File: config.mk
export PLATFORM = sky130hd
export DESIGN_NAME = fixed_stage_thread_initiation
export DESIGN_NICKNAME = d
export VERILOG_FILES = /design/src/fst_pkg.sv /design/src/fst_regs.sv /design/src/fst_stage_gate.sv /design/src/fixed_stage_thread_initiation.sv
export VERILOG_INCLUDE_DIRS = /design/src
export SDC_FILE = /design/constraint.sdc
export NUM_CORES = 1
export LEC_CHECK = 0
export BUFFER_PORTS_ARGS = -buffer_cell sky130_fd_sc_hd__buf_2
export CELL_PAD_IN_SITES_DETAIL_PLACEMENT = 1
export CELL_PAD_IN_SITES_GLOBAL_PLACEMENT = 1
export CORE_ASPECT_RATIO = 1.5
export CORE_MARGIN = 5
export CORE_UTILIZATION = 50
export DETAILED_ROUTE_END_ITERATION = 12
export PLACE_DENSITY = 0.87
export SLEW_MARGIN = 20
export SYNTH_ARGS = -nofsm -noshare
export SYNTH_HDL_FRONTEND = slang
export SYNTH_HIERARCHICAL = 1
export SYNTH_SLANG_ARGS = --single-unit
File: constraint.sdc
create_clock -name ref_clk -period 6.6 [get_ports ref_clk]
set_input_delay 0 -clock ref_clk [delete_from_list [all_inputs] [get_ports ref_clk]]
set_output_delay 0 -clock ref_clk [all_outputs]
set_load 0.1 [all_outputs]
File: src/fst_map.svh
/*
  Address map, field positions, reset values and limits of the fixed-stage
  thread initiation block.
  Assumes it is included by bare name from each design file that needs it.
*/
`ifndef FST_MAP_SVH
`define FST_MAP_SVH

// Stage indices into per-stage vectors
`define ST_VS        0
`define ST_GS        1
`define ST_CLIP      2
`define ST_SF        3
`define ST_WM        4
`define NUM_ST       5
`define ST_IDX_W     3

// Register offsets (byte addresses, one word each)
`define OFS_CTRL     8'h00
`define OFS_CAP0     8'h04
`define REG_STRIDE   8'h04
`define OFS_OBJ_GS   8'h18
`define OFS_OBJ_CLIP 8'h1c
`define OFS_OBJ_SF   8'h20
`define OFS_STATUS   8'h24
`define OFS_ACTIVE   8'h28

// Control register fields
`define CTRL_EN_LSB  0
`define CTRL_GEN_BIT 5
`define CTRL_CLIP_EN 6
`define CTRL_STRIP   7
`define CTRL_W       8

// Status register fields
`define STAT_PEND_LSB  0
`define STAT_STALL_LSB 5

// Reset values
`define CTRL_RST     8'h00
`define CAP_RST      6'h01
`define OBJ_RST      3'h3

// Thread and entry limits
`define CAP_W          6
`define OBJ_W          3
`define LATER_GS_CAP   6'h20
`define LATER_CLIP_CAP 6'h10
`define MAX_WRITERS    2'h2
`define VS_PAIR        3'h2
`define VS_SINGLE      3'h1
`define WM_ITEM        3'h1

`endif

File: src/fst_pkg.sv
/*
  Types shared by the fixed-stage thread initiation design.
  Assumes nothing of its surroundings.
*/
package fst_pkg;

  typedef enum logic [2:0] {
    GATE_IDLE  = 3'b001,
    GATE_BUILD = 3'b010,
    GATE_REQ   = 3'b100
  } gate_state_t;

endpackage

File: src/fst_regs.sv
/*
  Register bank of the fixed-stage thread initiation block.
  Assumes a plain single-cycle strobe port; read data follow one cycle later.
*/
`timescale 1ns/1ps
`include "fst_map.svh"

module fst_regs (
  // Clock and reset
  input  wire logic                      ref_clk,
  input  wire logic                      rst,
  input  wire logic                      ce,
  // Register port
  input  wire logic [7:0]                addr,
  input  wire logic [31:0]               wdata,
  input  wire logic                      wr,
  input  wire logic                      rd,
  output logic      [31:0]               rdata,
  // Configuration out
  output logic      [`CTRL_W-1:0]        ctrl,
  output logic      [`NUM_ST*`CAP_W-1:0] caps,
  output logic      [`OBJ_W-1:0]         obj_gs,
  output logic      [`OBJ_W-1:0]         obj_clip,
  output logic      [`OBJ_W-1:0]         obj_sf,
  // State in
  input  wire logic [`NUM_ST-1:0]        pending,
  input  wire logic [`NUM_ST-1:0]        stalled,
  input  wire logic [`NUM_ST*`CAP_W-1:0] active
);

  logic [`CTRL_W-1:0]        ctrl_ff, nxt_ctrl;
  logic [`NUM_ST*`CAP_W-1:0] caps_ff, nxt_caps;
  logic [`OBJ_W-1:0]         gs_ff, nxt_gs, clip_ff, nxt_clip, sf_ff, nxt_sf;
  logic [31:0]               rdata_ff, nxt_rdata;

  always_comb begin
    nxt_ctrl  = ctrl_ff;
    nxt_caps  = caps_ff;
    nxt_gs    = gs_ff;
    nxt_clip  = clip_ff;
    nxt_sf    = sf_ff;
    nxt_rdata = 32'h0;
    if (wr) begin
      if (addr == `OFS_CTRL)     nxt_ctrl = wdata[`CTRL_W-1:0];
      if (addr == `OFS_OBJ_GS)   nxt_gs   = wdata[`OBJ_W-1:0];
      if (addr == `OFS_OBJ_CLIP) nxt_clip = wdata[`OBJ_W-1:0];
      if (addr == `OFS_OBJ_SF)   nxt_sf   = wdata[`OBJ_W-1:0];
    end
    for (int i = 0; i < `NUM_ST; i++) begin
      if (wr && addr == `OFS_CAP0 + 8'(i) * `REG_STRIDE) nxt_caps[i*`CAP_W +: `CAP_W] = wdata[`CAP_W-1:0];
      if (rd && addr == `OFS_CAP0 + 8'(i) * `REG_STRIDE) nxt_rdata = 32'(caps_ff[i*`CAP_W +: `CAP_W]);
    end
    // Unmapped reads return zero
    if (rd) begin
      case (addr)
        `OFS_CTRL:     nxt_rdata = 32'(ctrl_ff);
        `OFS_OBJ_GS:   nxt_rdata = 32'(gs_ff);
        `OFS_OBJ_CLIP: nxt_rdata = 32'(clip_ff);
        `OFS_OBJ_SF:   nxt_rdata = 32'(sf_ff);
        `OFS_STATUS:   nxt_rdata = 32'({stalled, pending});
        `OFS_ACTIVE:   nxt_rdata = 32'(active);
        default:       nxt_rdata = nxt_rdata;
      endcase
    end
  end

  always_ff @(posedge ref_clk) begin
    if (rst) begin
      ctrl_ff  <= `CTRL_RST;
      caps_ff  <= {`NUM_ST{`CAP_RST}};
      gs_ff    <= `OBJ_RST;
      clip_ff  <= `OBJ_RST;
      sf_ff    <= `OBJ_RST;
      rdata_ff <= 32'h0;
    end else if (ce) begin
      ctrl_ff  <= nxt_ctrl;
      caps_ff  <= nxt_caps;
      gs_ff    <= nxt_gs;
      clip_ff  <= nxt_clip;
      sf_ff    <= nxt_sf;
      rdata_ff <= nxt_rdata;
    end
  end

  assign rdata    = rdata_ff;
  assign ctrl     = ctrl_ff;
  assign caps     = caps_ff;
  assign obj_gs   = gs_ff;
  assign obj_clip = clip_ff;
  assign obj_sf   = sf_ff;

endmodule

File: src/fst_stage_gate.sv
/*
  Per-stage thread gate: checks input, output room, cap and hold, assembles
  the request for one cycle, presents it and counts executing threads.
  Assumes accept is high only while req is high, done one pulse per thread.
*/
`timescale 1ns/1ps
`include "fst_map.svh"

module fst_stage_gate #(
  parameter int CNT_W = `CAP_W
) (
  // Clock and reset
  input  wire logic             ref_clk,
  input  wire logic             rst,
  input  wire logic             ce,
  // Launch conditions
  input  wire logic             enable,
  input  wire logic             input_ok,
  input  wire logic             output_ok,
  input  wire logic [CNT_W-1:0] cap,
  input  wire logic             hold,
  // Dispatcher side
  output logic                  req,
  input  wire logic             accept,
  input  wire logic             done,
  // State
  output logic      [CNT_W-1:0] active
);

  fst_pkg::gate_state_t state_ff, nxt_state;
  logic [CNT_W-1:0]     active_ff, nxt_active;
  logic                 go;

  always_comb begin
    go         = enable && input_ok && output_ok && !hold && (active_ff < cap);
    nxt_state  = state_ff;
    nxt_active = active_ff;
    case (state_ff)
      fst_pkg::GATE_IDLE:  if (go) nxt_state = fst_pkg::GATE_BUILD;
      // Payload is assembled in full before the request is shown
      fst_pkg::GATE_BUILD: nxt_state = fst_pkg::GATE_REQ;
      fst_pkg::GATE_REQ:   if (accept) nxt_state = fst_pkg::GATE_IDLE;
      default:             nxt_state = fst_pkg::GATE_IDLE;
    endcase
    // Completions may come in any order, so only a count is kept
    if (state_ff == fst_pkg::GATE_REQ && accept) nxt_active = nxt_active + CNT_W'(1);
    if (done && active_ff != '0) nxt_active = nxt_active - CNT_W'(1);
  end

  always_ff @(posedge ref_clk) begin
    if (rst) begin
      state_ff  <= fst_pkg::GATE_IDLE;
      active_ff <= '0;
    end else if (ce) begin
      state_ff  <= nxt_state;
      active_ff <= nxt_active;
    end
  end

  assign req    = (state_ff == fst_pkg::GATE_REQ);
  assign active = active_ff;

  a_cap_blocks: assert property (@(posedge ref_clk) disable iff (rst)
    (state_ff == fst_pkg::GATE_IDLE && ce && active_ff >= cap) |=> !req)
    else $error("request raised at thread cap");
  a_input_blocks: assert property (@(posedge ref_clk) disable iff (rst)
    (state_ff == fst_pkg::GATE_IDLE && ce && !input_ok) |=> !req ##1 state_ff != fst_pkg::GATE_REQ)
    else $error("request raised without buffered input");
  a_output_blocks: assert property (@(posedge ref_clk) disable iff (rst)
    (state_ff == fst_pkg::GATE_IDLE && ce && !output_ok) |=> state_ff == fst_pkg::GATE_IDLE)
    else $error("launch started without output entry");
  a_bypass_quiet: assert property (@(posedge ref_clk) disable iff (rst)
    (state_ff == fst_pkg::GATE_IDLE && ce && !enable) |=> state_ff == fst_pkg::GATE_IDLE)
    else $error("disabled stage started a launch");
  a_hold_blocks: assert property (@(posedge ref_clk) disable iff (rst)
    (state_ff == fst_pkg::GATE_IDLE && ce && hold) |=> !req)
    else $error("request raised while held");
  a_build_first: assert property (@(posedge ref_clk) disable iff (rst)
    $rose(req) |-> $past(state_ff) == fst_pkg::GATE_BUILD)
    else $error("request raised before assembly");
  a_count_up: assert property (@(posedge ref_clk) disable iff (rst)
    (req && accept && ce && !done) |=> active_ff == $past(active_ff) + CNT_W'(1))
    else $error("accepted thread not counted");

endmodule

File: src/fixed_stage_thread_initiation.sv
/*
  Thread initiation control for the thread-spawning fixed stages: input entry
  buffering, output entry checks, thread caps and a single request port to
  the shared thread dispatcher.
  Assumes the dispatcher acknowledges with disp_ack while disp_req is high,
  and reports every finished thread on thread_done of its stage.
*/
// Strobed register access and the address map were chosen for this implementation.
`timescale 1ns/1ps
`include "fst_map.svh"

module fixed_stage_thread_initiation #(
  parameter int BUF_W = 4
) (
  // Clock and reset
  input  wire logic                 ref_clk,
  input  wire logic                 rst,
  input  wire logic                 ce,
  // Register port
  input  wire logic [7:0]           reg_addr,
  input  wire logic [31:0]          reg_wdata,
  input  wire logic                 reg_wr,
  input  wire logic                 reg_rd,
  output logic      [31:0]          reg_rdata,
  // Incoming entries per stage
  input  wire logic [`NUM_ST-1:0]   entry_in,
  output logic      [`NUM_ST-1:0]   entry_ready,
  input  wire logic                 vs_flush,
  // Output entry state
  input  wire logic                 out_free_gs,
  input  wire logic                 out_free_clip,
  input  wire logic                 out_free_sf,
  input  wire logic                 out_done_gs,
  input  wire logic                 out_done_clip,
  input  wire logic                 wm_sb_hold,
  // Geometry entries released by the clipper
  output logic                      gs_rel_valid,
  output logic      [`OBJ_W-1:0]    gs_rel_count,
  // Thread dispatcher
  output logic                      disp_req,
  output logic      [`ST_IDX_W-1:0] disp_stage,
  output logic      [`OBJ_W-1:0]    disp_vtx_count,
  input  wire logic                 disp_ack,
  input  wire logic [`NUM_ST-1:0]   thread_done
);

  logic [`CTRL_W-1:0]        ctrl;
  logic [`NUM_ST*`CAP_W-1:0] caps, active_flat;
  logic [`OBJ_W-1:0]         obj_gs, obj_clip, obj_sf;
  logic [`NUM_ST-1:0]        stage_en, input_ok, output_ok, hold, accept, req;
  logic                      later_gen, clip_en, strip_mode;
  logic [`CAP_W-1:0]         cap_eff [`NUM_ST];
  logic [`OBJ_W-1:0]         need    [`NUM_ST];
  logic [BUF_W-1:0]          buf_ff  [`NUM_ST];
  logic [BUF_W-1:0]          nxt_buf [`NUM_ST];

  logic                 flush_ff, nxt_flush;
  logic                 cur_valid_ff, nxt_cur_valid;
  logic [`ST_IDX_W-1:0] cur_idx_ff, nxt_cur_idx;
  logic [`OBJ_W-1:0]    cur_cnt_ff, nxt_cur_cnt;
  logic [1:0]           gs_wr_ff, nxt_gs_wr, clip_wr_ff, nxt_clip_wr;
  logic [`OBJ_W-1:0]    retain_ff, nxt_retain, rel_cnt_ff, nxt_rel_cnt;
  logic                 rel_valid_ff, nxt_rel_valid;

  fst_regs u_regs (
    .ref_clk  (ref_clk),
    .rst      (rst),
    .ce       (ce),
    .addr     (reg_addr),
    .wdata    (reg_wdata),
    .wr       (reg_wr),
    .rd       (reg_rd),
    .rdata    (reg_rdata),
    .ctrl     (ctrl),
    .caps     (caps),
    .obj_gs   (obj_gs),
    .obj_clip (obj_clip),
    .obj_sf   (obj_sf),
    .pending  (req),
    .stalled  (input_ok & ~output_ok),
    .active   (active_flat)
  );

  assign stage_en   = ctrl[`CTRL_EN_LSB +: `NUM_ST];
  assign later_gen  = ctrl[`CTRL_GEN_BIT];
  assign clip_en    = ctrl[`CTRL_CLIP_EN];
  assign strip_mode = ctrl[`CTRL_STRIP];

  // Launch conditions per stage
  always_comb begin
    for (int i = 0; i < `NUM_ST; i++) begin
      cap_eff[i] = caps[i*`CAP_W +: `CAP_W];
    end
    // Later generation bounds geometry and clip thread counts
    if (later_gen && cap_eff[`ST_GS] > `LATER_GS_CAP) cap_eff[`ST_GS] = `LATER_GS_CAP;
    if (later_gen && cap_eff[`ST_CLIP] > `LATER_CLIP_CAP) cap_eff[`ST_CLIP] = `LATER_CLIP_CAP;

    need[`ST_VS]   = (flush_ff && buf_ff[`ST_VS] < BUF_W'(`VS_PAIR)) ? `VS_SINGLE : `VS_PAIR;
    need[`ST_GS]   = (obj_gs == '0) ? `VS_SINGLE : obj_gs;
    need[`ST_CLIP] = (obj_clip == '0) ? `VS_SINGLE : obj_clip;
    need[`ST_SF]   = (obj_sf == '0) ? `VS_SINGLE : obj_sf;
    need[`ST_WM]   = `WM_ITEM;
    for (int i = 0; i < `NUM_ST; i++) begin
      input_ok[i] = buf_ff[i] >= BUF_W'(need[i]);
    end

    output_ok[`ST_VS]   = 1'b1;
    output_ok[`ST_GS]   = out_free_gs && !(later_gen && gs_wr_ff >= `MAX_WRITERS);
    output_ok[`ST_CLIP] = out_free_clip && !(later_gen && clip_wr_ff >= `MAX_WRITERS);
    output_ok[`ST_SF]   = out_free_sf;
    output_ok[`ST_WM]   = 1'b1;

    hold          = '0;
    hold[`ST_WM]  = wm_sb_hold;
  end

  // Command and fetch stages have no gate at all; only these five can spawn
  genvar g;
  generate
    for (g = 0; g < `NUM_ST; g++) begin : gen_gate
      assign accept[g] = disp_ack && cur_valid_ff && cur_idx_ff == `ST_IDX_W'(g);
      fst_stage_gate #(.CNT_W(`CAP_W)) u_gate (
        .ref_clk   (ref_clk),
        .rst       (rst),
        .ce        (ce),
        .enable    (stage_en[g]),
        .input_ok  (input_ok[g]),
        .output_ok (output_ok[g]),
        .cap       (cap_eff[g]),
        .hold      (hold[g]),
        .req       (req[g]),
        .accept    (accept[g]),
        .done      (thread_done[g]),
        .active    (active_flat[g*`CAP_W +: `CAP_W])
      );
    end
  endgenerate

  // Input buffering; a bypassed stage passes entries straight on
  always_comb begin
    for (int i = 0; i < `NUM_ST; i++) begin
      entry_ready[i] = !stage_en[i] || buf_ff[i] != '1;
      nxt_buf[i]     = buf_ff[i];
      if (accept[i]) nxt_buf[i] = nxt_buf[i] - BUF_W'(cur_cnt_ff);
      if (entry_in[i] && stage_en[i] && buf_ff[i] != '1) nxt_buf[i] = nxt_buf[i] + BUF_W'(1);
    end
    nxt_flush = flush_ff;
    if (accept[`ST_VS] && cur_cnt_ff == `VS_SINGLE) nxt_flush = 1'b0;
    if (buf_ff[`ST_VS] == '0 && !entry_in[`ST_VS]) nxt_flush = 1'b0;
    if (vs_flush) nxt_flush = 1'b1;
  end

  // One request at a time goes out; the lowest stage index wins
  always_comb begin
    nxt_cur_valid = cur_valid_ff;
    nxt_cur_idx   = cur_idx_ff;
    nxt_cur_cnt   = cur_cnt_ff;
    if (cur_valid_ff && disp_ack) nxt_cur_valid = 1'b0;
    if (!cur_valid_ff) begin
      for (int i = `NUM_ST - 1; i >= 0; i--) begin
        if (req[i]) begin
          nxt_cur_valid = 1'b1;
          nxt_cur_idx   = `ST_IDX_W'(i);
          nxt_cur_cnt   = need[i];
        end
      end
    end
  end

  // Threads currently writing output entries
  always_comb begin
    nxt_gs_wr   = gs_wr_ff;
    nxt_clip_wr = clip_wr_ff;
    if (accept[`ST_GS]) nxt_gs_wr = nxt_gs_wr + 2'h1;
    if (out_done_gs && gs_wr_ff != '0) nxt_gs_wr = nxt_gs_wr - 2'h1;
    if (accept[`ST_CLIP]) nxt_clip_wr = nxt_clip_wr + 2'h1;
    if (out_done_clip && clip_wr_ff != '0) nxt_clip_wr = nxt_clip_wr - 2'h1;
  end

  // Strip and fan objects share vertices, so the previous object's entries
  // are only freed when the following object's clip thread is finished
  always_comb begin
    nxt_retain    = retain_ff;
    nxt_rel_valid = 1'b0;
    nxt_rel_cnt   = rel_cnt_ff;
    if (thread_done[`ST_CLIP] && clip_en) begin
      if (strip_mode) begin
        nxt_rel_valid = retain_ff != '0;
        nxt_rel_cnt   = retain_ff;
        nxt_retain    = obj_clip;
      end else begin
        nxt_rel_valid = 1'b1;
        nxt_rel_cnt   = obj_clip;
        nxt_retain    = '0;
      end
    end
  end

  always_ff @(posedge ref_clk) begin
    if (rst) begin
      for (int i = 0; i < `NUM_ST; i++) buf_ff[i] <= '0;
      flush_ff     <= 1'b0;
      cur_valid_ff <= 1'b0;
      cur_idx_ff   <= '0;
      cur_cnt_ff   <= '0;
      gs_wr_ff     <= '0;
      clip_wr_ff   <= '0;
      retain_ff    <= '0;
      rel_valid_ff <= 1'b0;
      rel_cnt_ff   <= '0;
    end else if (ce) begin
      for (int i = 0; i < `NUM_ST; i++) buf_ff[i] <= nxt_buf[i];
      flush_ff     <= nxt_flush;
      cur_valid_ff <= nxt_cur_valid;
      cur_idx_ff   <= nxt_cur_idx;
      cur_cnt_ff   <= nxt_cur_cnt;
      gs_wr_ff     <= nxt_gs_wr;
      clip_wr_ff   <= nxt_clip_wr;
      retain_ff    <= nxt_retain;
      rel_valid_ff <= nxt_rel_valid;
      rel_cnt_ff   <= nxt_rel_cnt;
    end
  end

  assign disp_req       = cur_valid_ff;
  assign disp_stage     = cur_idx_ff;
  assign disp_vtx_count = cur_cnt_ff;
  assign gs_rel_valid   = rel_valid_ff;
  assign gs_rel_count   = rel_cnt_ff;

  a_gs_whole_obj: assert property (@(posedge ref_clk) disable iff (rst)
    (disp_req && disp_stage == `ST_IDX_W'(`ST_GS)) |-> buf_ff[`ST_GS] >= BUF_W'(disp_vtx_count))
    else $error("geometry request without whole object");
  a_vs_pair: assert property (@(posedge ref_clk) disable iff (rst)
    (disp_req && disp_stage == `ST_IDX_W'(`ST_VS) && !flush_ff) |-> disp_vtx_count == `VS_PAIR)
    else $error("vertex thread not paired without flush");
  a_gs_writers: assert property (@(posedge ref_clk) disable iff (rst)
    (later_gen && gs_wr_ff >= `MAX_WRITERS && ce) |=> !$rose(req[`ST_GS]) ##1 !$rose(req[`ST_GS]))
    else $error("third geometry writer started");
  a_clip_cap16: assert property (@(posedge ref_clk) disable iff (rst)
    $rose(req[`ST_CLIP]) && $past(later_gen, 2) |-> $past(active_flat[`ST_CLIP*`CAP_W +: `CAP_W], 2) < `LATER_CLIP_CAP)
    else $error("clip thread above later limit");
  a_strip_release: assert property (@(posedge ref_clk) disable iff (rst)
    (ce && thread_done[`ST_CLIP] && clip_en && strip_mode && retain_ff != '0) |=> gs_rel_count == $past(retain_ff))
    else $error("retained entries not released one object late");

endmodule

Word-level counts from Yosys, hierarchy flattened
Memory sizes are Yosys's and may differ from the RTL's.
Cells that the tools add are included.
- register bits: 143
- RAM bits: 20
- output and inout bits: 48
- logic and storage cells: 317
- memories: 1
- memory list (memory ; words ; bits a word ; read ports ; clocked after memory_dff ; wr ports ; RTL line ; RTL):
    buf_ff ; 5 ; 4 ; 5 ; 0 ; 5 ; fixed_stage_thread_initiation.sv:54 ; logic [BUF_W-1:0] buf_ff [`NUM_ST];
- add/sub/neg operators: 24
- $lt $le $gt $ge: 15
- equal/unequal tests: 45
- mux-type cells: 86
- bitwise logic cells: 8
- reduce and logical (&&, ||, !) cells: 109
- operator list (kind ; count):
    case mux 30 bit (6 select lines) ; 1
    2-to-1 mux 6 bit ; 17
    2-to-1 mux 3 bit ; 25
    logical AND 1 bit ; 62
    2-to-1 mux 4 bit ; 15
    case mux 3 bit (3 select lines) ; 5
    == test 8 x 5 -> 1 bit, second input constant ; 4
    2-to-1 mux 32 bit ; 1
    adder 6 x 1 -> 6 bit, second input constant ; 5
    less-than comparator 6 bit ; 5
    AND reduction 3 bit ; 10
    nonzero test 6 bit ; 5
    subtractor 6 x 1 -> 6 bit, second input constant ; 5
    == test 8 x 6 -> 1 bit, second input constant ; 3
    == test 3 x 1 -> 1 bit, second input constant ; 7
    == test 3 x 2 -> 1 bit, second input constant ; 7
    adder 4 x 1 -> 4 bit, second input constant ; 5
    inequality test 4 bit, second input constant ; 5
    subtractor 4 x 3 -> 4 bit ; 5
    == test 3 bit, second input constant ; 6
    2-to-1 mux 1 bit ; 17
    == test 8 x 4 -> 1 bit, second input constant ; 2
    AND reduction 2 bit ; 7
    greater-or-equal comparator 4 x 3 -> 1 bit ; 3
    other kinds (24) ; 60

Depth between registers and ports, before layout
- depth in word-level cells: 9
- depth in mapped cells: 12

By module
Netlist, hierarchy kept.
- modules (own cells, without submodules) (module ; instances ; cells each ; area each (um^2)):
    fst_stage_gate ; 5 ; 111 ; 903.4
    fst_regs ; 1 ; 395 ; 3631.0
    fixed_stage_thread_initiation ; 1 ; 397 ; 3434.5

Least setup slack after synthesis
Ideal clock, no wire load.
- path type: register to register
- start: reg cur_valid_ff (netlist: disp_req)
- end: reg gen_gate[3].u_gate.active_ff[4]
- arrival time: 3353 ps
- data required time: 6477 ps
- setup slack: 3123 ps
- cell stages (with the launch flop): 12
- clock period less this slack: 3477 ps
- cell sequence: dfxtp_1 nand4b_1 or2_2 inv_1 and4bb_1 buf_6 mux2i_1 ha_1 o211a_1 nand4_1 a21oi_2 mux2_1
- cells in the longest elaborated chain, start to end: 6
- RTL lines (element ; RTL line ; RTL):
    start, declared ; fixed_stage_thread_initiation.sv:58 ; logic cur_valid_ff, nxt_cur_valid;
    start signal, assigned ; fixed_stage_thread_initiation.sv:214 ; cur_valid_ff <= nxt_cur_valid;
    logical AND 1 bit (*) (2 in a row) ; fixed_stage_thread_initiation.sv:121 ; assign accept[g] = disp_ack && cur_valid_ff && cur_idx_ff == `ST_IDX_W'(g);
    net accept[3] ; fixed_stage_thread_initiation.sv:50 ; logic [`NUM_ST-1:0] stage_en, input_ok, output_ok, hold, accept, req;
    logical AND 1 bit (*) ; fst_stage_gate.sv:46 ; if (state_ff == fst_pkg::GATE_REQ && accept) nxt_active = nxt_active + CNT_W'(1);
    2-to-1 mux 6 bit (*) ; fst_stage_gate.sv:46 ;
    subtractor 6 x 1 -> 6 bit ; fst_stage_gate.sv:47 ; if (done && active_ff != '0) nxt_active = nxt_active - CNT_W'(1);
    2-to-1 mux 6 bit (*) ; fst_stage_gate.sv:47 ;
    end signal, assigned ; fst_stage_gate.sv:56 ; active_ff <= nxt_active;
    end, declared ; fst_stage_gate.sv:31 ; logic [CNT_W-1:0] active_ff, nxt_active;
Mark *: on every way through the listed nets, which the timed path passes. The rest lies on a longest branch.
A chain may end at the register's enable or synchronous reset.

Worst setup path in the final report
- start: reg cur_idx_ff[0] (netlist: disp_stage[0])
- end: reg gen_gate[4].u_gate.active_ff[4]
- cells in the longest elaborated chain, start to end: 6
- RTL lines (element ; RTL line ; RTL):
    start, declared ; fixed_stage_thread_initiation.sv:59 ; logic [`ST_IDX_W-1:0] cur_idx_ff, nxt_cur_idx;
    start signal, assigned ; fixed_stage_thread_initiation.sv:215 ; cur_idx_ff <= nxt_cur_idx;
    == test 3 bit (*) ; fixed_stage_thread_initiation.sv:121 ;
    logical AND 1 bit (*) ; fixed_stage_thread_initiation.sv:121 ;
    net accept[4] ; fixed_stage_thread_initiation.sv:50 ;
    logical AND 1 bit (*) ; fst_stage_gate.sv:46 ;
    2-to-1 mux 6 bit (*) ; fst_stage_gate.sv:46 ;
    subtractor 6 x 1 -> 6 bit ; fst_stage_gate.sv:47 ;
    2-to-1 mux 6 bit (*) ; fst_stage_gate.sv:47 ;
    end signal, assigned ; fst_stage_gate.sv:56 ;
    end, declared ; fst_stage_gate.sv:31 ;
Marks and branches as above.

==> results.toml <==
[outcome]
outcome = "finished, final reports clean"

[timing]
max-slew-margin-rel = 0.265
timing.fmax_ghz = 0.270
fin_ws_ns = 2.89
rsz0062_at_grt = "no"
finalSetupViolCount = 0
hold_viol = 0
post-route-period-util = 0.561
fin_setup_tns_ns = 0
tightest_slew_ns = 1.10
period_minus_slack_ns = 3.71
slew_violations = 0
finClkSkew_ns = 0.0111

[synthesis]
syn_area_per_cell_sq_um = 8.60
synthArstFlopShare = 0
yosys_warnings = 6
ys_seq_area_frac = 0.296
synth-seq-cells = 161
netlist_instances = 1347
ys_types = 91
yosys_most_used_dff = "dfxtp_1"
syn_area_sq_um = 11600
synth_edf_count = 20

[die]
dieHeight_um = 196
fp-row-count = 68
io_pins = 111
die_area_sq_um = 26400
fp.coreArea_sq_um = 23000
fp.dieW_um = 134
start_util = 0.504

[clock_tree]
cts_buffers = 17
clk_pin_slew_ns = 0.07
clkLatencyLatePin_ns = 0.44
post-cts-setup-buffers = 0
clk_path_buf_depth = 2
htreeDepth = 4
cts_tree = "done"
cts.sinks = 161
root_buffer = "clkbuf_16"

[grt]
grt_pass1_vias = 11405
grt_pass1_wl_mm = 59.2
grtUsageTotal = 0.278
grt_max_degree = 69
overflow = 0
antenna_found_initial = 1

[setup_path]
cp_max_fo = 11
r2r_slack_ns = 2.89
worstPathRequired_ns = 6.93
worstReg2RegStart = "disp_stage[0]"
path_class = "register to register"
cp.arrival_ns = 4.04
end_kind = "register"
critPathLaunchType = "register"
r2r-end = "gen_gate[4].u_gate/active[4]"
reg2reg_depth = 10

[min_path]
hold_depth = 4
holdCritPathClass = "input port to register"
min_to = "buf_ff[0][6]"
min_from = "entry_in[1]"

[power]
p_per_area_nw_per_um2 = 294
total_power_mw = 3.77
vdd_ir_drop_max_v = 0.000192
p_leak_nw = 5.28

[final_layout]
area_growth_pct = 10.8
antenna_cells = 0
layout_common_cells = "nor2_1, dfxtp_1, nand2_1"
drive_gt1_frac = 0.140
nets = 1562
design_area_sq_um = 12800
layout_commonest_cell = "nor2_1"
fillCellCount = 2774
final_util = 0.558

[job]
maxCapViolations = 0

[placement]
dp_hpwl_mm = 26.3
placed_area_sq_um = 12100
place_congestion = 0.870
port_buffers = 84
preCtsSetupSlack_ns = 3.08

[drt]
wl_mm = 36.9
wl_per_cell_um = 21.5
ant_nets = 0
first_iter_violations = 644
drc = 0
viasPerCell = 6.25
firstDrtPassIters = 5
via_count = 10706
[critical path: stages (launching register included)]
cell and delay, ns:
dfxtp_1 0.40, nor3b_1 0.51, nand3_1 0.36, inv_1 0.34
and4bb_1 0.58, mux2i_1 0.30, ha_1 0.18, o211a_1 0.20
nand4_1 0.17, a21oi_2 0.23, mux2_1 0.34
[Yosys cell counts, types with 14 or more instances]
cell type  count  area (sq um)
nand4_1       23           144
a21oi_1       53           265
ha_1          75           938
a211o_1       22           193
a22oi_1       28           210
nand3_1       35           175
inv_1         79           297
o21ai_0       34           170
mux2i_1       58           581
nand2_1       89           334
a21o_1        19           143
nor2b_1       32           200
nand2b_1      24           150
xnor2_1       41           359
xor2_1        19           166
edfxtp_1      20           601
dfxtp_1      141          2820
nor2_1       191           717
nor3_1        16          80.1
mux2_2        14           158
clkbuf_1      33           124
o211ai_1      16           120
[logic make-up (layout without fill, tap and decap cells)]
kind of cell,after synthesis,count (layout),share of synthesized area
AOI/OAI and AO/OA,283,283,0.177
xor gates and xnor gates,62,62,0.0495
adders and majority gates,80,80,0.0897
buffers and inverters,140,218,0.0558
DFF,161,161,0.296
muxes,78,78,0.0705
other,3,10,0.000972
and+or+nand+nor,540,540,0.261
[timing repair]
item | in CTS | in global routing
hold buffers | 11 | 0
endpoints found under the setup margin | 0 | 0
endpoints found under the hold margin | 31 | 0
resized for setup | 0 | 0
[where the power goes]
group | leakage [nW] | switching [mW] | total (mW) | internal [mW]
combinational | 3.62 | 0.709 | 1.38 | 0.668
clock | 0.301 | 0.467 | 1.04 | 0.568
sequential | 1.36 | 0.271 | 1.36 | 1.09
[per-layer routing]
| metal | up-vias | wire, um | track usage |
|---|---|---|---|
| met2 | 327 | 19400 | 0.518 |
| met5 | - | 13 | 0 |
| met4 | 2 | 1620 | 0.127 |
| met3 | 116 | 1600 | 0.0449 |
| li1 | 4990 | - | - |
| met1 | 5271 | 14300 | 0.306 |
[sequential cells by signal, indices dropped and copies added, names as in the netlist, 8 cells and up]
name                      count
u_regs/caps                  30
gen_gate.u_gate/state_ff     15
u_regs/rdata                 30
u_regs/ctrl                   8
buf_ff                       20
gen_gate.u_gate/active       30
[worst max path at each step]
stage	start	endpoint	slack, ns
final	disp_stage[0]	gen_gate[4].u_gate/active[4]	2.89
after global routing	disp_stage[0]	gen_gate[4].u_gate/active[4]	2.62
after CTS	disp_stage[0]	gen_gate[4].u_gate/active[4]	2.99
after detailed placement	disp_stage[0]	gen_gate[4].u_gate/active[4]	3.08
after global placement	disp_stage[0]	gen_gate[4].u_gate/active[4]	3.15
after floorplan	disp_req	gen_gate[3].u_gate/active[4]	3.12
[through the flow]
| step | cells | hold WS, ns |
|---|---|---|
| 2_1_floorplan | 1354 | 0.118 |
| 3_3_place_gp | 1669 | 0.234 |
| 3_5_place_dp | 1669 | 0.247 |
| 4_1_cts | 1712 | 0.0113 |
| 5_1_grt | 1712 | 0.0462 |
| 6_report | 1712 | 0.00916 |
[cell type report]
type	count	area, sq um	area share
timing repair buffer	104	601	0.0468
sequential	161	3420	0.267
multi-input combinational	1053	7540	0.588
clock buffer	19	464	0.0362
tap	280	350	0.0273
inverter	82	309	0.0241
clock inverter	13	139	0.0108
Power figures use the tool's default switching activity.
